## src/vtpr_pkg.sv

```systemverilog
package vtpr_pkg;
    localparam int VA_W        = 16;
    localparam int PA_W        = 22;
    localparam int PAGE_SEL_HI = 15;
    localparam int PAGE_SEL_LO = 13;
    localparam int BLK_HI      = 12;
    localparam int BLK_LO      = 6;
    localparam int OFS_HI      = 5;
    localparam int BASE_W      = 16;
    localparam int BASE18_W    = 12;
    localparam int PLL_W       = 7;
    localparam int NPAGE       = 8;
    localparam int PAIR_IDX_W  = 4;
    localparam int EXT_CTL_22B = 4;
    localparam int CSR_RELOC   = 0;
    localparam int BANK_HI     = 21;
    localparam int BANK_LO     = 18;
    localparam int TAG_HI      = 17;
    localparam int TAG_LO      = 13;
    localparam int IO_FORCE_LO = 16;
    localparam int PER_W       = 18;
    localparam logic [15:0] BASE18_MASK   = 16'h0fff;
    localparam logic [5:0]  IO_FORCE_ONES = 6'h3f;
    localparam logic [1:0]  STRAP_RESET   = 2'h3;
    localparam logic [4:0]  IO_PAGE_TAG  = 5'h1f;
    localparam logic [3:0]  BANK_ONES    = 4'hf;
    localparam logic [3:0]  BANK_ZERO    = 4'h0;
    localparam logic [2:0]  VA_TOP_PAGE  = 3'h7;
    localparam logic [21:0] PA_RESET     = 22'h000000;
endpackage : vtpr_pkg

```

## src/vtpr_page_mem.sv

```systemverilog
`timescale 1ns/1ns
// ------------------------------------------------------------
// Page register pair store, registered read
// ------------------------------------------------------------
module vtpr_page_mem
    import vtpr_pkg::*;
#(
    parameter int BW = BASE_W,
    parameter int LW = PLL_W,
    parameter int AW = PAIR_IDX_W
)(
    input  wire logic          clk,
    input  wire logic          rst_n,
    input  wire logic          wr_en,
    input  wire logic [AW-1:0] wr_idx,
    input  wire logic [BW-1:0] wr_base,
    input  wire logic [LW-1:0] wr_limit,
    input  wire logic [AW-1:0] rd_idx,
    output logic      [BW-1:0] rd_base,
    output logic      [LW-1:0] rd_limit
);
    logic [BW-1:0] base_mem  [2**AW];
    logic [LW-1:0] limit_mem [2**AW];

    always_ff @(posedge clk)
    begin
        if (wr_en)
        begin
            base_mem[wr_idx]  <= wr_base;
            limit_mem[wr_idx] <= wr_limit;
        end
    end

    always_ff @(posedge clk or negedge rst_n)
    begin
        if (!rst_n)
        begin
            rd_base  <= '0;
            rd_limit <= '0;
        end
        else
        begin
            rd_base  <= base_mem[rd_idx];
            rd_limit <= limit_mem[rd_idx];
        end
    end
endmodule : vtpr_page_mem

```

## src/vtpr_relocate.sv

```systemverilog
`timescale 1ns/1ns
module vtpr_relocate
    import vtpr_pkg::*;
(
    input  wire logic                  clk,
    input  wire logic                  rst_b,
    // Page register load port
    input  wire logic                  pair_wr_en,
    input  wire logic                  pair_wr_user,
    input  wire logic [2:0]            pair_wr_page,
    input  wire logic [BASE_W-1:0]     pair_wr_base,
    input  wire logic [PLL_W-1:0]      pair_wr_limit,
    // Control bits
    input  wire logic [15:0]           mmu_control_status,
    input  wire logic [15:0]           mmu_extended_control,
    input  wire logic                  compatibility_strap,
    // Processor request
    input  wire logic                  va_valid,
    input  wire logic                  va_user_mode,
    input  wire logic [VA_W-1:0]       va_addr,
    // Results
    output logic                       pa_valid,
    output logic [PA_W-1:0]            extended_physical_address_bus,
    output logic                       io_bank_select,
    output logic                       mem_bus_sel,
    output logic                       periph_bus_sel,
    output logic [17:0]                periph_addr,
    output logic                       length_over
);
    // ------------------------------------------------------------
    // Types
    // ------------------------------------------------------------
    typedef enum logic [1:0] {
        VTPR_IDLE = 2'b01,
        VTPR_MAP  = 2'b10
    } vtpr_state_t;

    typedef struct packed {
        vtpr_state_t       st;
        logic [1:0]        strap_sync;
        logic [VA_W-1:0]   va;
        logic              valid;
        logic [PA_W-1:0]   pa;
        logic              io_sel;
        logic              mem_sel;
        logic              per_sel;
        logic [17:0]       per_addr;
        logic              over;
    } vtpr_regs_t;

    // Translated address with its io page flag
    typedef struct packed {
        logic [PA_W-1:0]   pa;
        logic              io;
    } vtpr_map_t;

    // Mapping mode as decoded from the two control bits
    typedef enum logic [2:0] {
        VTPR_FLAT  = 3'b001,
        VTPR_MAP18 = 3'b010,
        VTPR_MAP22 = 3'b100
    } vtpr_mode_t;

    vtpr_regs_t r, nxt;
    logic [BASE_W-1:0] base_rd;
    logic [PLL_W-1:0]  limit_rd;
    logic              rst_n;

    // ------------------------------------------------------------
    // Reset release
    // ------------------------------------------------------------
    logic [1:0] rst_pipe_r;
    always_ff @(posedge clk or negedge rst_b)
    begin
        if (!rst_b)
            rst_pipe_r <= 2'h0;
        else
            rst_pipe_r <= {rst_pipe_r[0], 1'b1};
    end
    assign rst_n = rst_pipe_r[1];

    // ------------------------------------------------------------
    // Page register pairs
    // ------------------------------------------------------------
    vtpr_page_mem #(
        .BW (BASE_W),
        .LW (PLL_W),
        .AW (PAIR_IDX_W)
    ) vtpr_page_mem_inst (
        .clk      (clk),
        .rst_n    (rst_n),
        .wr_en    (pair_wr_en),
        .wr_idx   ({pair_wr_user, pair_wr_page}),
        .wr_base  (pair_wr_base),
        .wr_limit (pair_wr_limit),
        .rd_idx   ({va_user_mode, va_addr[PAGE_SEL_HI:PAGE_SEL_LO]}),
        .rd_base  (base_rd),
        .rd_limit (limit_rd)
    );

    // ------------------------------------------------------------
    // Helpers
    // ------------------------------------------------------------
    function automatic logic [PA_W-1:0] relocate(
        input logic [BASE_W-1:0] base,
        input logic [VA_W-1:0]   va,
        input logic              wide
    );
        logic [BASE_W-1:0] eff_base;
        logic [BASE_W-1:0] physical_block_number;
        // Upper base bits stay stored, only the adder sees them masked
        eff_base = wide ? base : (base & BASE18_MASK);
        // Sum width is the field width, so carry out drops
        physical_block_number = eff_base + BASE_W'(va[BLK_HI:BLK_LO]);
        return {physical_block_number, va[OFS_HI:0]};
    endfunction : relocate

    function automatic logic in_top_128kw(input logic [PA_W-1:0] pa);
        return pa[BANK_HI:BANK_LO] == BANK_ONES;
    endfunction : in_top_128kw

    function automatic logic in_io_page(input logic [PA_W-1:0] pa);
        return in_top_128kw(pa) && (pa[TAG_HI:TAG_LO] == IO_PAGE_TAG);
    endfunction : in_io_page

    // Relocation enable outranks the width bit
    function automatic vtpr_mode_t mode_of(
        input logic [15:0] csr,
        input logic [15:0] ext
    );
        if (!csr[CSR_RELOC])
        begin
            return VTPR_FLAT;
        end
        if (ext[EXT_CTL_22B])
        begin
            return VTPR_MAP22;
        end
        return VTPR_MAP18;
    endfunction : mode_of

    // Relocation off: flat pass, top virtual page moved to the io page
    function automatic vtpr_map_t map_flat(input logic [VA_W-1:0] va);
        vtpr_map_t m;
        m.pa = PA_W'(va);
        m.io = (va[PAGE_SEL_HI:PAGE_SEL_LO] == VA_TOP_PAGE);
        if (m.io)
        begin
            m.pa[BANK_HI:IO_FORCE_LO] = IO_FORCE_ONES;
        end
        return m;
    endfunction : map_flat

    // 18-bit: bank bits follow the io tag, never the adder
    function automatic vtpr_map_t map_18(input logic [PA_W-1:0] sum);
        vtpr_map_t m;
        m.pa = sum;
        m.io = (sum[TAG_HI:TAG_LO] == IO_PAGE_TAG);
        m.pa[BANK_HI:BANK_LO] = m.io ? BANK_ONES : BANK_ZERO;
        return m;
    endfunction : map_18

    // 22-bit: the io page is reached by plain arithmetic only
    function automatic vtpr_map_t map_22(input logic [PA_W-1:0] sum);
        vtpr_map_t m;
        m.pa = sum;
        m.io = in_io_page(sum);
        return m;
    endfunction : map_22

    // Plain greater-than: pages grow upward only
    function automatic logic beyond_limit(
        input logic [VA_W-1:0]  va,
        input logic [PLL_W-1:0] limit
    );
        return va[BLK_HI:BLK_LO] > limit;
    endfunction : beyond_limit

    // Memory bus takes all but the peripheral window, io page included
    function automatic logic to_mem_bus(input logic [PA_W-1:0] pa);
        return !in_top_128kw(pa) || in_io_page(pa);
    endfunction : to_mem_bus

    // Open strap mirrors all traffic, so 22-bit use aliases low addresses
    function automatic logic to_periph_bus(
        input logic [PA_W-1:0] pa,
        input logic            compat
    );
        return in_top_128kw(pa) || compat;
    endfunction : to_periph_bus

    // ------------------------------------------------------------
    // Translation
    // ------------------------------------------------------------
    vtpr_mode_t mode;
    logic       reloc_on;
    logic       wide_map;
    logic       compat;
    assign mode     = mode_of(mmu_control_status, mmu_extended_control);
    assign reloc_on = (mode != VTPR_FLAT);
    assign wide_map = (mode == VTPR_MAP22);
    // Strap is a pin, read only behind its second flop
    assign compat   = !r.strap_sync[1];

    // ------------------------------------------------------------
    // Next state
    // ------------------------------------------------------------
    always_comb
    begin
        logic [PA_W-1:0] sum;
        vtpr_map_t       m;
        sum = relocate(base_rd, r.va, wide_map);
        m   = map_flat(r.va);
        nxt = r;
        nxt.strap_sync = {r.strap_sync[0], compatibility_strap};
        nxt.valid      = 1'b0;
        unique case (r.st)
            VTPR_IDLE:
            begin
                if (va_valid)
                begin
                    nxt.va = va_addr;
                    nxt.st = VTPR_MAP;
                end
            end
            VTPR_MAP:
            begin
                // Pair memory already holds the pair of the taken address
                unique case (mode)
                    VTPR_FLAT:  m = map_flat(r.va);
                    VTPR_MAP18: m = map_18(sum);
                    VTPR_MAP22: m = map_22(sum);
                endcase
                nxt.pa       = m.pa;
                nxt.io_sel   = m.io;
                nxt.over     = reloc_on && beyond_limit(r.va, limit_rd);
                // Steering
                nxt.per_sel  = to_periph_bus(m.pa, compat);
                nxt.mem_sel  = to_mem_bus(m.pa);
                nxt.per_addr = m.pa[PER_W-1:0];
                nxt.valid    = 1'b1;
                nxt.st       = VTPR_IDLE;
            end
            default:
                nxt.st = VTPR_IDLE;
        endcase
    end

    // ------------------------------------------------------------
    // State register
    // ------------------------------------------------------------
    always_ff @(posedge clk or negedge rst_n)
    begin
        if (!rst_n)
        begin
            r.st         <= VTPR_IDLE;
            r.strap_sync <= STRAP_RESET;
            r.va       <= '0;
            r.valid    <= 1'b0;
            r.pa       <= PA_RESET;
            r.io_sel   <= 1'b0;
            r.mem_sel  <= 1'b0;
            r.per_sel  <= 1'b0;
            r.per_addr <= '0;
            r.over     <= 1'b0;
        end
        else
            r <= nxt;
    end

    // ------------------------------------------------------------
    // Outputs
    // ------------------------------------------------------------
    assign pa_valid                      = r.valid;
    assign extended_physical_address_bus = r.pa;
    assign io_bank_select                = r.io_sel;
    assign mem_bus_sel                   = r.mem_sel;
    assign periph_bus_sel                = r.per_sel;
    assign periph_addr                   = r.per_addr;
    assign length_over                   = r.over;
endmodule : vtpr_relocate

```

## config.mk

```make
export PLATFORM = sky130hd
export DESIGN_NAME = vtpr_relocate
export DESIGN_NICKNAME = d
export VERILOG_FILES = /design/src/vtpr_pkg.sv /design/src/vtpr_page_mem.sv /design/src/vtpr_relocate.sv
export SDC_FILE = /design/constraint.sdc
export NUM_CORES = 1
export LEC_CHECK = 0
export BUFFER_PORTS_ARGS = -buffer_cell sky130_fd_sc_hd__buf_4
export CORE_AREA = 3 3 213 215
export CTS_CLUSTER_SIZE = 16
export DETAILED_ROUTE_END_ITERATION = 10
export DIE_AREA = 0 0 216 218
export SLEW_MARGIN = 20
export SYNTH_ARGS = -nofsm -noshare
export SYNTH_HDL_FRONTEND = slang
export SYNTH_HIERARCHICAL = 1
export SYNTH_SLANG_ARGS = --single-unit
```

## constraint.sdc

```tcl
create_clock -name clk -period 2.5 [get_ports clk]
set_clock_uncertainty 0.05 [all_clocks]
set_input_delay 0.75 -clock clk [delete_from_list [all_inputs] [get_ports clk]]
set_output_delay 0.75 -clock clk [all_outputs]
set_load 0.02 [all_outputs]
```

Word-level counts from Yosys, hierarchy flattened
Memory sizes are Yosys's and may differ from the RTL's. A register that Yosys moved wholly into a read port is not among the register bits.
Index checks and enable logic that the tools add are counted.
W data, S select, Z words.
{ "word_totals": {"ram_bits": 368, "memories": 2, "inputBits": 81, "regBits": 67} }
{ "mem_list": {"columns": ["memory", "words", "width", "read_ports", "rd_clocked_by_memory_dff", "wr", "line_no", "text"], "rows": [
  ["vtpr_page_mem_inst.base_mem", 16, 16, 1, 1, 1, "vtpr_page_mem.sv:22", "logic [BW-1:0] base_mem [2**AW];"],
  ["vtpr_page_mem_inst.limit_mem", 16, 7, 1, 1, 1, "vtpr_page_mem.sv:23", "logic [LW-1:0] limit_mem [2**AW];"]
]} }
{ "op_classes": {"addsub": 1, "muxes": 16, "reduce_logical": 10, "eq_ne": 12, "order_cmp": 1} }
{ "ops": {"columns": ["cell", "n"], "rows": [
  ["$pmux W23 S3", 1],
  ["$mux W45", 1],
  ["$mux W23", 1],
  ["$add A16 B7 Y16", 1],
  ["$mux W16", 1],
  ["$mux W3", 4],
  ["$eq A5 B5 Y1 const B", 2],
  ["$eq A4 B4 Y1 const B", 2],
  ["$gt A7 B7 Y1", 1],
  ["$eq A3 B3 Y1 const B", 2],
  ["$mux W6", 1],
  ["$logic_not A1 Y1", 4],
  ["$mux W1", 4],
  ["$mux W2", 2],
  ["$mux W4", 1],
  ["$eq A3 B1 Y1 const B", 1],
  ["$eq A3 B2 Y1 const B", 1],
  ["$logic_and A1 B1 Y1", 3],
  ["$ne A3 B1 Y1 const B", 1],
  ["$eq A2 B1 Y1 const B", 1],
  ["$eq A2 B2 Y1 const B", 1],
  ["$logic_or A1 B1 Y1", 2],
  ["$ne A2 B2 Y1 const B", 1],
  ["$reduce_and A2 Y1", 1]
]} }

Longest topological paths before layout
Gate-level depths: netlist of run 1.
{ "logic_depth": {"word_depth": 15, "depth_mapped": 10, "mapped_depth_nobuf": 10} }

Hierarchy
The synthesis of run 1 kept the hierarchy.
{ "by_module_without_submodules": {"columns": ["mod", "area_per_inst_um2", "n_inst", "seq_area_each_um2", "cells_each"], "rows": [
  ["vtpr_page_mem", 14423.8, 1, 11626.2, 608],
  ["vtpr_relocate", 2977.9, 1, 1229.9, 333]
]} }

Least setup slack after synthesis of run 1
OpenSTA, ideal clock, no wires.
{ "synth_path": {"kind": "input -> register", "startpoint": "input port pair_wr_user", "endpoint": "memory vtpr_page_mem_inst/base_mem[0][0] (netlist name) (enable)", "setup_ns": 0.432, "slack_ns": -0.847, "t_arrival_ns": 2.865, "stages": 2, "path_cell_list": "or3b_2 -> nor3_1"} }
{ "synth_lines": {"columns": ["item", "line_no", "text"], "rows": [
  ["start, declared", "vtpr_relocate.sv:9", "input wire logic pair_wr_user,"],
  ["end, declared", "vtpr_page_mem.sv:22", null]
]} }
No word-level cell before the write port.

Final worst setup path of run 1
{ "layout_path": {"startpoint": "register r[51] (netlist name)", "endpoint": "register r, in the netlist mem_bus_sel"} }
{ "layout_between": {"elab_chain_len": 8, "elab_cells_between_ends": 10, "cone_classes": "1 x add/sub; 3 x eq/ne; 3 x mux; 3 x reduce/logical"} }
{ "layout_lines": {"columns": ["item", "line_no", "text"], "rows": [
  ["start, declared", "vtpr_relocate.sv:64", "vtpr_regs_t r, nxt;"],
  ["start signal, assigned", "vtpr_relocate.sv:268", "r <= nxt;"],
  ["$add A16 B7 Y16 *", "vtpr_relocate.sv:114", "physical_block_number = eff_base + BASE_W'(va[BLK_HI:BLK_LO]);"],
  ["$eq A5 B5 Y1", "vtpr_relocate.sv:158", "m.io = (sum[TAG_HI:TAG_LO] == IO_PAGE_TAG);"],
  ["$mux W4", "vtpr_relocate.sv:159", "m.pa[BANK_HI:BANK_LO] = m.io ? BANK_ONES : BANK_ZERO;"],
  ["$pmux W23 S3 *", "vtpr_relocate.sv:229", "unique case (mode)"],
  ["$mux W23 *", "vtpr_relocate.sv:217", "unique case (r.st)"],
  ["$eq A4 B4 Y1", "vtpr_relocate.sv:119", "return pa[BANK_HI:BANK_LO] == BANK_ONES;"],
  ["$logic_not A1 Y1 or $logic_and A1 B1 Y1 (tied branches)", "vtpr_relocate.sv:181, vtpr_relocate.sv:123", null],
  ["$logic_or A1 B1 Y1 *", "vtpr_relocate.sv:181", "return !in_top_128kw(pa) || in_io_page(pa);"]
]} }
Mark *: on every way between the ends. The rest lies on a longest branch, timed or not. The select of a mux whose other input is x is not followed.
A chain may end at the register's enable or synchronous reset.

==> qor.txt, run 1 <==
hold_sp: compatibility_strap
Hold Path Class: in2reg
vias in the first global route: 9022
Cell variety after synth: 64
H-tree levels: 2
Worst setup EP type: register
Post-Syn Instances: 941
Post-synth EDFFs: 368
Pwr per Cell Area: 839 nW/µm²
DR vias/cell: 5.24
Longest Clk Path Bufs: 3
via count: 8825
Fillers: 3741
WS Path Type: reg2reg
1st-iter DRT viols: 804
FFs w/ async S/R, synth: 16.4%
WL final: 37800 µm
chip height: 218 µm
Fmax: 409 MHz
DRT Pass-1 Iters: 4
DRT antenna net count: 0
die width: 216 µm
clk root buf: clkbuf_16
RSZ-0062 raised after global routing: yes
final worst-path cycle share: 97.8%
hold path cells: 1
total chip power: 17300 µW
internal reg-to-reg setup slack: 0.05 ns
Fin. Hold Viols: 0
Max rail drop VDD: 733 µV
worst reg2reg startpoint: r[51]$_DFFE_PN0P_
core region area: 43900 µm²
placed insts: 1602
HPWL Detailed: 21800 µm
IO Count: 126
Rel. slew slack: 39.1%
worst slew pin tran: 0.913 ns
Top FF cell, synth: edfxtp_1
share of the synthesized area in the top cell type: 63.5%
final setup vio count: 0
CTS tree: yes
Slew Limit Fails: 0
Tot GR Track Use: 16.2%
die area: 47100 µm²
post-synthesis sequential area ratio: 73.9%
GP Congestion: 0.740
top cells by area, synth: edfxtp_1 64%, mux4_2 12%, dfrtp_1 9.9%, nand2_1 2.4%, a22oi_1 2.0%
fin crit period: 2.45 ns
Hold Path Sink: nxt[62]$_DFF_PN1_
Nets: 1155
global route overflow: 0
per-cell routed wire length: 22.4 µm
syn avg cell area: 18.5 µm²
Synthesized Nets: 1037
R2R cell count: 10
status: finished, final reports clean
Initial Util: 39.6%
row count: 77
layout cells sized above 1: 32.4%
drt drc: 0
initial antenna violation count: 2
Area growth syn-to-layout: 18.7%
Num CTS Buffers: 46
clk_lat worst skew: 0.57 ns
Port Buffer Count: 95
ant diodes: 0
first-pass GRT wire length: 56800 µm
clk sinks: 440
max_cap viols: 0
clk slew on worst S/H paths: 0.06 ns
CP Launch Type: register
cell taking the most area after synthesis: edfxtp_1
#FFs+latches synth: 440
Lkg Pwr: 0.00724 µW
Yosys Warn Count: 6
Setup Fix Bufs, Post-CTS: 0
fin cells: 1685
largest net degree at the start of global routing: 71
CP Max Fanout: 5
Netlist Area Pre-Place: 17400 µm²
RR Endpoint: mem_bus_sel$_DFFE_PN0P_
CP arrival: 2.84 ns
Worst EP required: 2.89 ns
report_power, final:
group / internal, µW / switching (µW)
Clock: 3660 / 2730
Combinational: 1010 / 1320
Sequential: 8360 / 257
Total: 13000 / 4300
metrics by stage:
stage	area [µm²]	TNS [ns]	setup WS [ns]	hold WS, ns	util [%]
2_1_floorplan	17400	-16.44	-0.238	0.281	-
3_3_place_gp	19100	0	0.0171	0.288	43.6
3_5_place_dp	19100	-0.0523	-0.0330	0.290	43.6
4_1_cts	20600	0	0.00192	0.230	46.8
5_1_grt	20700	-0.185	-0.0685	0.224	47.0
6_report	20700	0	0.0547	0.251	47.0
metal layers:
layer / share of wire [%] / vias to the layer above / GRT usage [%]
met2: 47 / 254 / 25.1
li1: - / 3905 / -
met3: 6.3 / 55 / 3.58
met4: 1.8 / 4 / 3.72
met5: 0.077 / - / 0
met1: 45 / 4607 / 23.7
worst max-delay path by stage:
| stage | startpoint | depth (start not counted) | end | slack (ns) |
|---|---|---|---|---|
| final | r[51]$_DFFE_PN0P_ | 10 | mem_bus_sel$_DFFE_PN0P_ | 0.05 |
| after global routing | r[51]$_DFFE_PN0P_ | 10 | mem_bus_sel$_DFFE_PN0P_ | -0.07 |
| after CTS | r[51]$_DFFE_PN0P_ | 10 | mem_bus_sel$_DFFE_PN0P_ | 0.002 |
| after detailed placement | r[51]$_DFFE_PN0P_ | 10 | mem_bus_sel$_DFFE_PN0P_ | -0.03 |
| after global placement | va_addr[15] | 5 | vtpr_page_mem_inst/rd_base[9]$_DFF_PN0_ | 0.02 |
| after floorplan | pair_wr_user | 2 | vtpr_page_mem_inst/base_mem[1][0]$_DFFE_PP_ | -0.24 |
state kept, by name, indices dropped and copies added, names as in the netlist, 2 cells and up:
name / count
extended_physical_address_bus: 22
r: 19
rst_pipe_r: 2
vtpr_page_mem_inst/base_mem: 256
vtpr_page_mem_inst/limit_mem: 112
vtpr_page_mem_inst/rd_base: 16
vtpr_page_mem_inst/rd_limit: 7
critical path: stages (launching register included):
cell and delay (ns):
dfrtp_1 0.38, ha_2 0.20, inv_2 0.07, fa_2 0.21
and2b_2 0.25, o31a_4 0.33, o2111ai_2 0.19, xor2_1 0.28
o31ai_2 0.10, a32oi_1 0.20, nand2b_1 0.07
cells in the final DEF, fill, tap and decap left out, types with 13 or more instances in the layout:
master,instances
edfxtp_1,368
buf_4,125
nand2_1,109
mux4_2,92
dfrtp_1,68
clkbuf_16,46
a22oi_1,46
buf_12,23
o21ai_0,16
inv_1,13
ha_1,13
cell type report:
class                      instances  area (µm²)  share of cell area (%)
tap                              592         741                    3.59
inverter                          15        56.3                   0.273
clock buffer                      60        1220                    5.92
clock inverter                    22         181                   0.878
timing repair buffer             150        1420                    6.88
sequential                       440       12900                    62.3
multi-input combinational        406        4170                    20.2
Yosys cell counts (all sizes together), types with 2 or more instances:
| cell | instances |
|---|---|
| a211oi | 2 |
| a21o | 3 |
| a21oi | 8 |
| a22oi | 46 |
| a31oi | 4 |
| and2 | 2 |
| and2b | 2 |
| and4 | 3 |
| buf | 60 |
| clkbuf | 20 |
| dfrtp | 69 |
| dfstp | 3 |
| edfxtp | 368 |
| ha | 14 |
| inv | 14 |
| mux2i | 4 |
| mux4 | 92 |
| nand2 | 109 |
| nand2b | 6 |
| nand3 | 5 |
| nand3b | 3 |
| nand4 | 2 |
| nor2 | 25 |
| nor2b | 6 |
| nor3 | 8 |
| nor4 | 2 |
| o2111ai | 3 |
| o211ai | 3 |
| o21a | 3 |
| o21ai | 20 |
| o31ai | 4 |
| xnor2 | 4 |
| xor2 | 6 |
logic make-up after synthesis:
| group | after synthesis | share of synthesized area [%] |
|---|---|---|
| adders and majority gates | 15 | 1.12 |
| DFF | 440 | 73.9 |
| AOI/OAI and AO/OA | 106 | 4.44 |
| xor gates and xnor gates | 10 | 0.503 |
| and+or+nand+nor | 178 | 4.62 |
| other | 1 | 0.0215 |
| buffers and inverters | 95 | 3.28 |
| muxes | 96 | 12.1 |
what timing repair did:
item                                    4_1_cts  5_1_grt
pin swaps                                     1        8
hold buffers                                  1        0
gates resized for setup                       1       17
endpoints found under the setup margin        3        8
hold endpoints to repair                      2        0
Power figures use the tool's default switching activity.
==> run 2, diff against run 1 <==
RECOVER_POWER = 50   (was unset)
TNS_END_PERCENT = 1   (was unset)
==> qor.txt, run 2 (same netlist as run 1, synthesis figures left out) <==
status: complete, but fails checks
failing checks: capacitance limit, slew limit
pre-CTS setup slack: -0.0450 ns
Lkg Pwr: 0.00709 µW
first-pass GRT wire length: 56600 µm
DR vias/cell: 5.25
Initial Util: 39.6%
Fin. Hold Viols: 0
die area: 47100 µm²
Hold Path Class: in2reg
Tot GR Track Use: 16.0%
fin crit period: 2.44 ns
Setup WS post-layout: 0.0627 ns
row count: 77
worst slew pin tran: 1.51 ns
max reg flops: 256
Rel. slew slack: -0.774%
layout cells sized above 1: 29.7%
Hold Path Sink: nxt[62]$_DFF_PN1_
via count: 8816
post-route cell area: 20500 µm²
internal reg-to-reg setup slack: 0.06 ns
Worst setup EP type: register
H-tree levels: 2
core region area: 43900 µm²
Nets: 1149
max_cap viols: 1
CP Max Fanout: 6
vias in the first global route: 9067
initial antenna violation count: 2
worst reg2reg startpoint: r[51]$_DFFE_PN0P_
hold path cells: 1
Slew Limit Fails: 71
WL final: 37400 µm
1st-iter DRT viols: 940
Area growth syn-to-layout: 17.8%
chip height: 218 µm
largest net degree at the start of global routing: 71
RSZ-0062 raised after global routing: yes
clk root buf: clkbuf_16
Worst EP required: 2.94 ns
commonest cells after routing, fill and taps aside: 368 x edfxtp_1, 109 x nand2_1, 92 x buf_4, 92 x mux4_2, 68 x dfrtp_1
HPWL Detailed: 20900 µm
total chip power: 17200 µW
clk sinks: 440
Fmax: 410 MHz
Pwr per Cell Area: 841 nW/µm²
R2R cell count: 11
CTS tree: yes
Max rail drop VDD: 472 µV
register with the most flip-flops: vtpr_page_mem_inst/base_mem
Num CTS Buffers: 45
Sw Ratio: 25.0%
placed cell areas: 19100 µm²
Port Buffer Count: 95
DRT Pass-1 Iters: 6
Longest Clk Path Bufs: 3
global route overflow: 0
final worst-path cycle share: 97.5%
DRT antenna net count: 0
Gate power share: 13.5%
clk_lat worst skew: 0.57 ns
hold_sp: compatibility_strap
final setup vio count: 0
NetSw: 4310 µW
CP Launch Type: register
clock share of power: 36.5%
die width: 216 µm
drt drc: 0
clk slew on worst S/H paths: 0.06 ns
GP Congestion: 0.785
Internal: 12900 µW
CP arrival: 2.88 ns
commonest non-fill, non-tap cell in the layout: edfxtp_1
sequential power share: 50.0%
per-cell routed wire length: 22.3 µm
WS Path Type: reg2reg
worst hold slack: 0.266 ns
RR Endpoint: extended_physical_address_bus[21]$_DFFE_PN0P_
IO Count: 126
-- run 2: cell count changes in the layout (fill, tap and decap cells not counted), sizes merged --
cell      change
inv           +1
buf          -33
clkbuf       +27
diode         +1
clkinv        -1
clkinvlp      -1
-- run 2: critical path, cell delays in order, from the launching register on --
cell and delay (ns):
dfrtp_1 0.38, ha_2 0.18, inv_2 0.06, fa_2 0.19, and2b_2 0.25, o31a_4 0.40, o32ai_4 0.25, o31ai_4 0.11
o21ai_2 0.22, buf_6 0.14, a31oi_2 0.03, o21ai_1 0.12
-- run 2: power by group through the flow --
stage          sequential (µW)  clock [µW]  combinational [µW]
2_1_floorplan             8720           0                1660
5_1_grt                   8670        6770                2520
4_1_cts                   8620        6450                2300
6_report                  8620        6290                2330
3_3_place_gp              8750           0                2260
3_5_place_dp              8770           0                2290
-- run 2: worst max-delay path by stage --
stage                                 start                                       endpoint  slack (ns)  depth (start not counted)
final                     r[51]$_DFFE_PN0P_  extended_physical_address_bus[21]$_DFFE_PN0P_        0.06                         11
after CTS                 r[52]$_DFFE_PN0P_                     io_bank_select$_DFFE_PN0P_        0.04                          9
after floorplan             pair_wr_page[2]    vtpr_page_mem_inst/base_mem[8][0]$_DFFE_PP_       -0.54                          2
after global routing      r[51]$_DFFE_PN0P_  extended_physical_address_bus[21]$_DFFE_PN0P_       -0.04                         11
after global placement    r[51]$_DFFE_PN0P_                     periph_bus_sel$_DFFE_PN0P_       -0.02                         10
after detailed placement  r[52]$_DFFE_PN0P_                        mem_bus_sel$_DFFE_PN0P_       -0.04                          9
-- run 2: cell type report --
cell class / count / area (µm²)
fillers: 3791 / 23400
flip-flops and latches: 440 / 12900
multi-input cells: 406 / 4200
repair buffers: 145 / 1270
clock buffers: 59 / 1190
well taps: 592 / 741
clock inverters: 21 / 178
inverters: 15 / 56.3
diodes: 1 / 2.50
-- run 2: what timing repair did --
item,in CTS,in global routing
hold buffers,1,0
buffers inserted,0,1
resized for setup,1,23
endpoints found under the hold margin,2,0
pin swaps,1,15
endpoints found under the setup margin,3,6
-- run 2: metal layers --
layer  routed length, µm  global-route usage [%]  vias to the layer above
met4                 720                    4.57                        2
met2               16800                    24.5                      262
met5                   9                       0                        -
li1                    -                       -                     3904
met3                2510                    3.34                       49
met1               17300                    23.4                     4599
-- run 2: per-stage QoR --
step | util [%] | TNS [ns] | cells
3_5_place_dp | 43.4 | -0.0821 | 1596
5_1_grt | 46.7 | -0.173 | 1678
4_1_cts | 46.6 | 0 | 1677
3_3_place_gp | 43.4 | -0.0223 | 1596
6_report | 46.7 | 0 | 1679
2_1_floorplan | - | -41.74 | 941
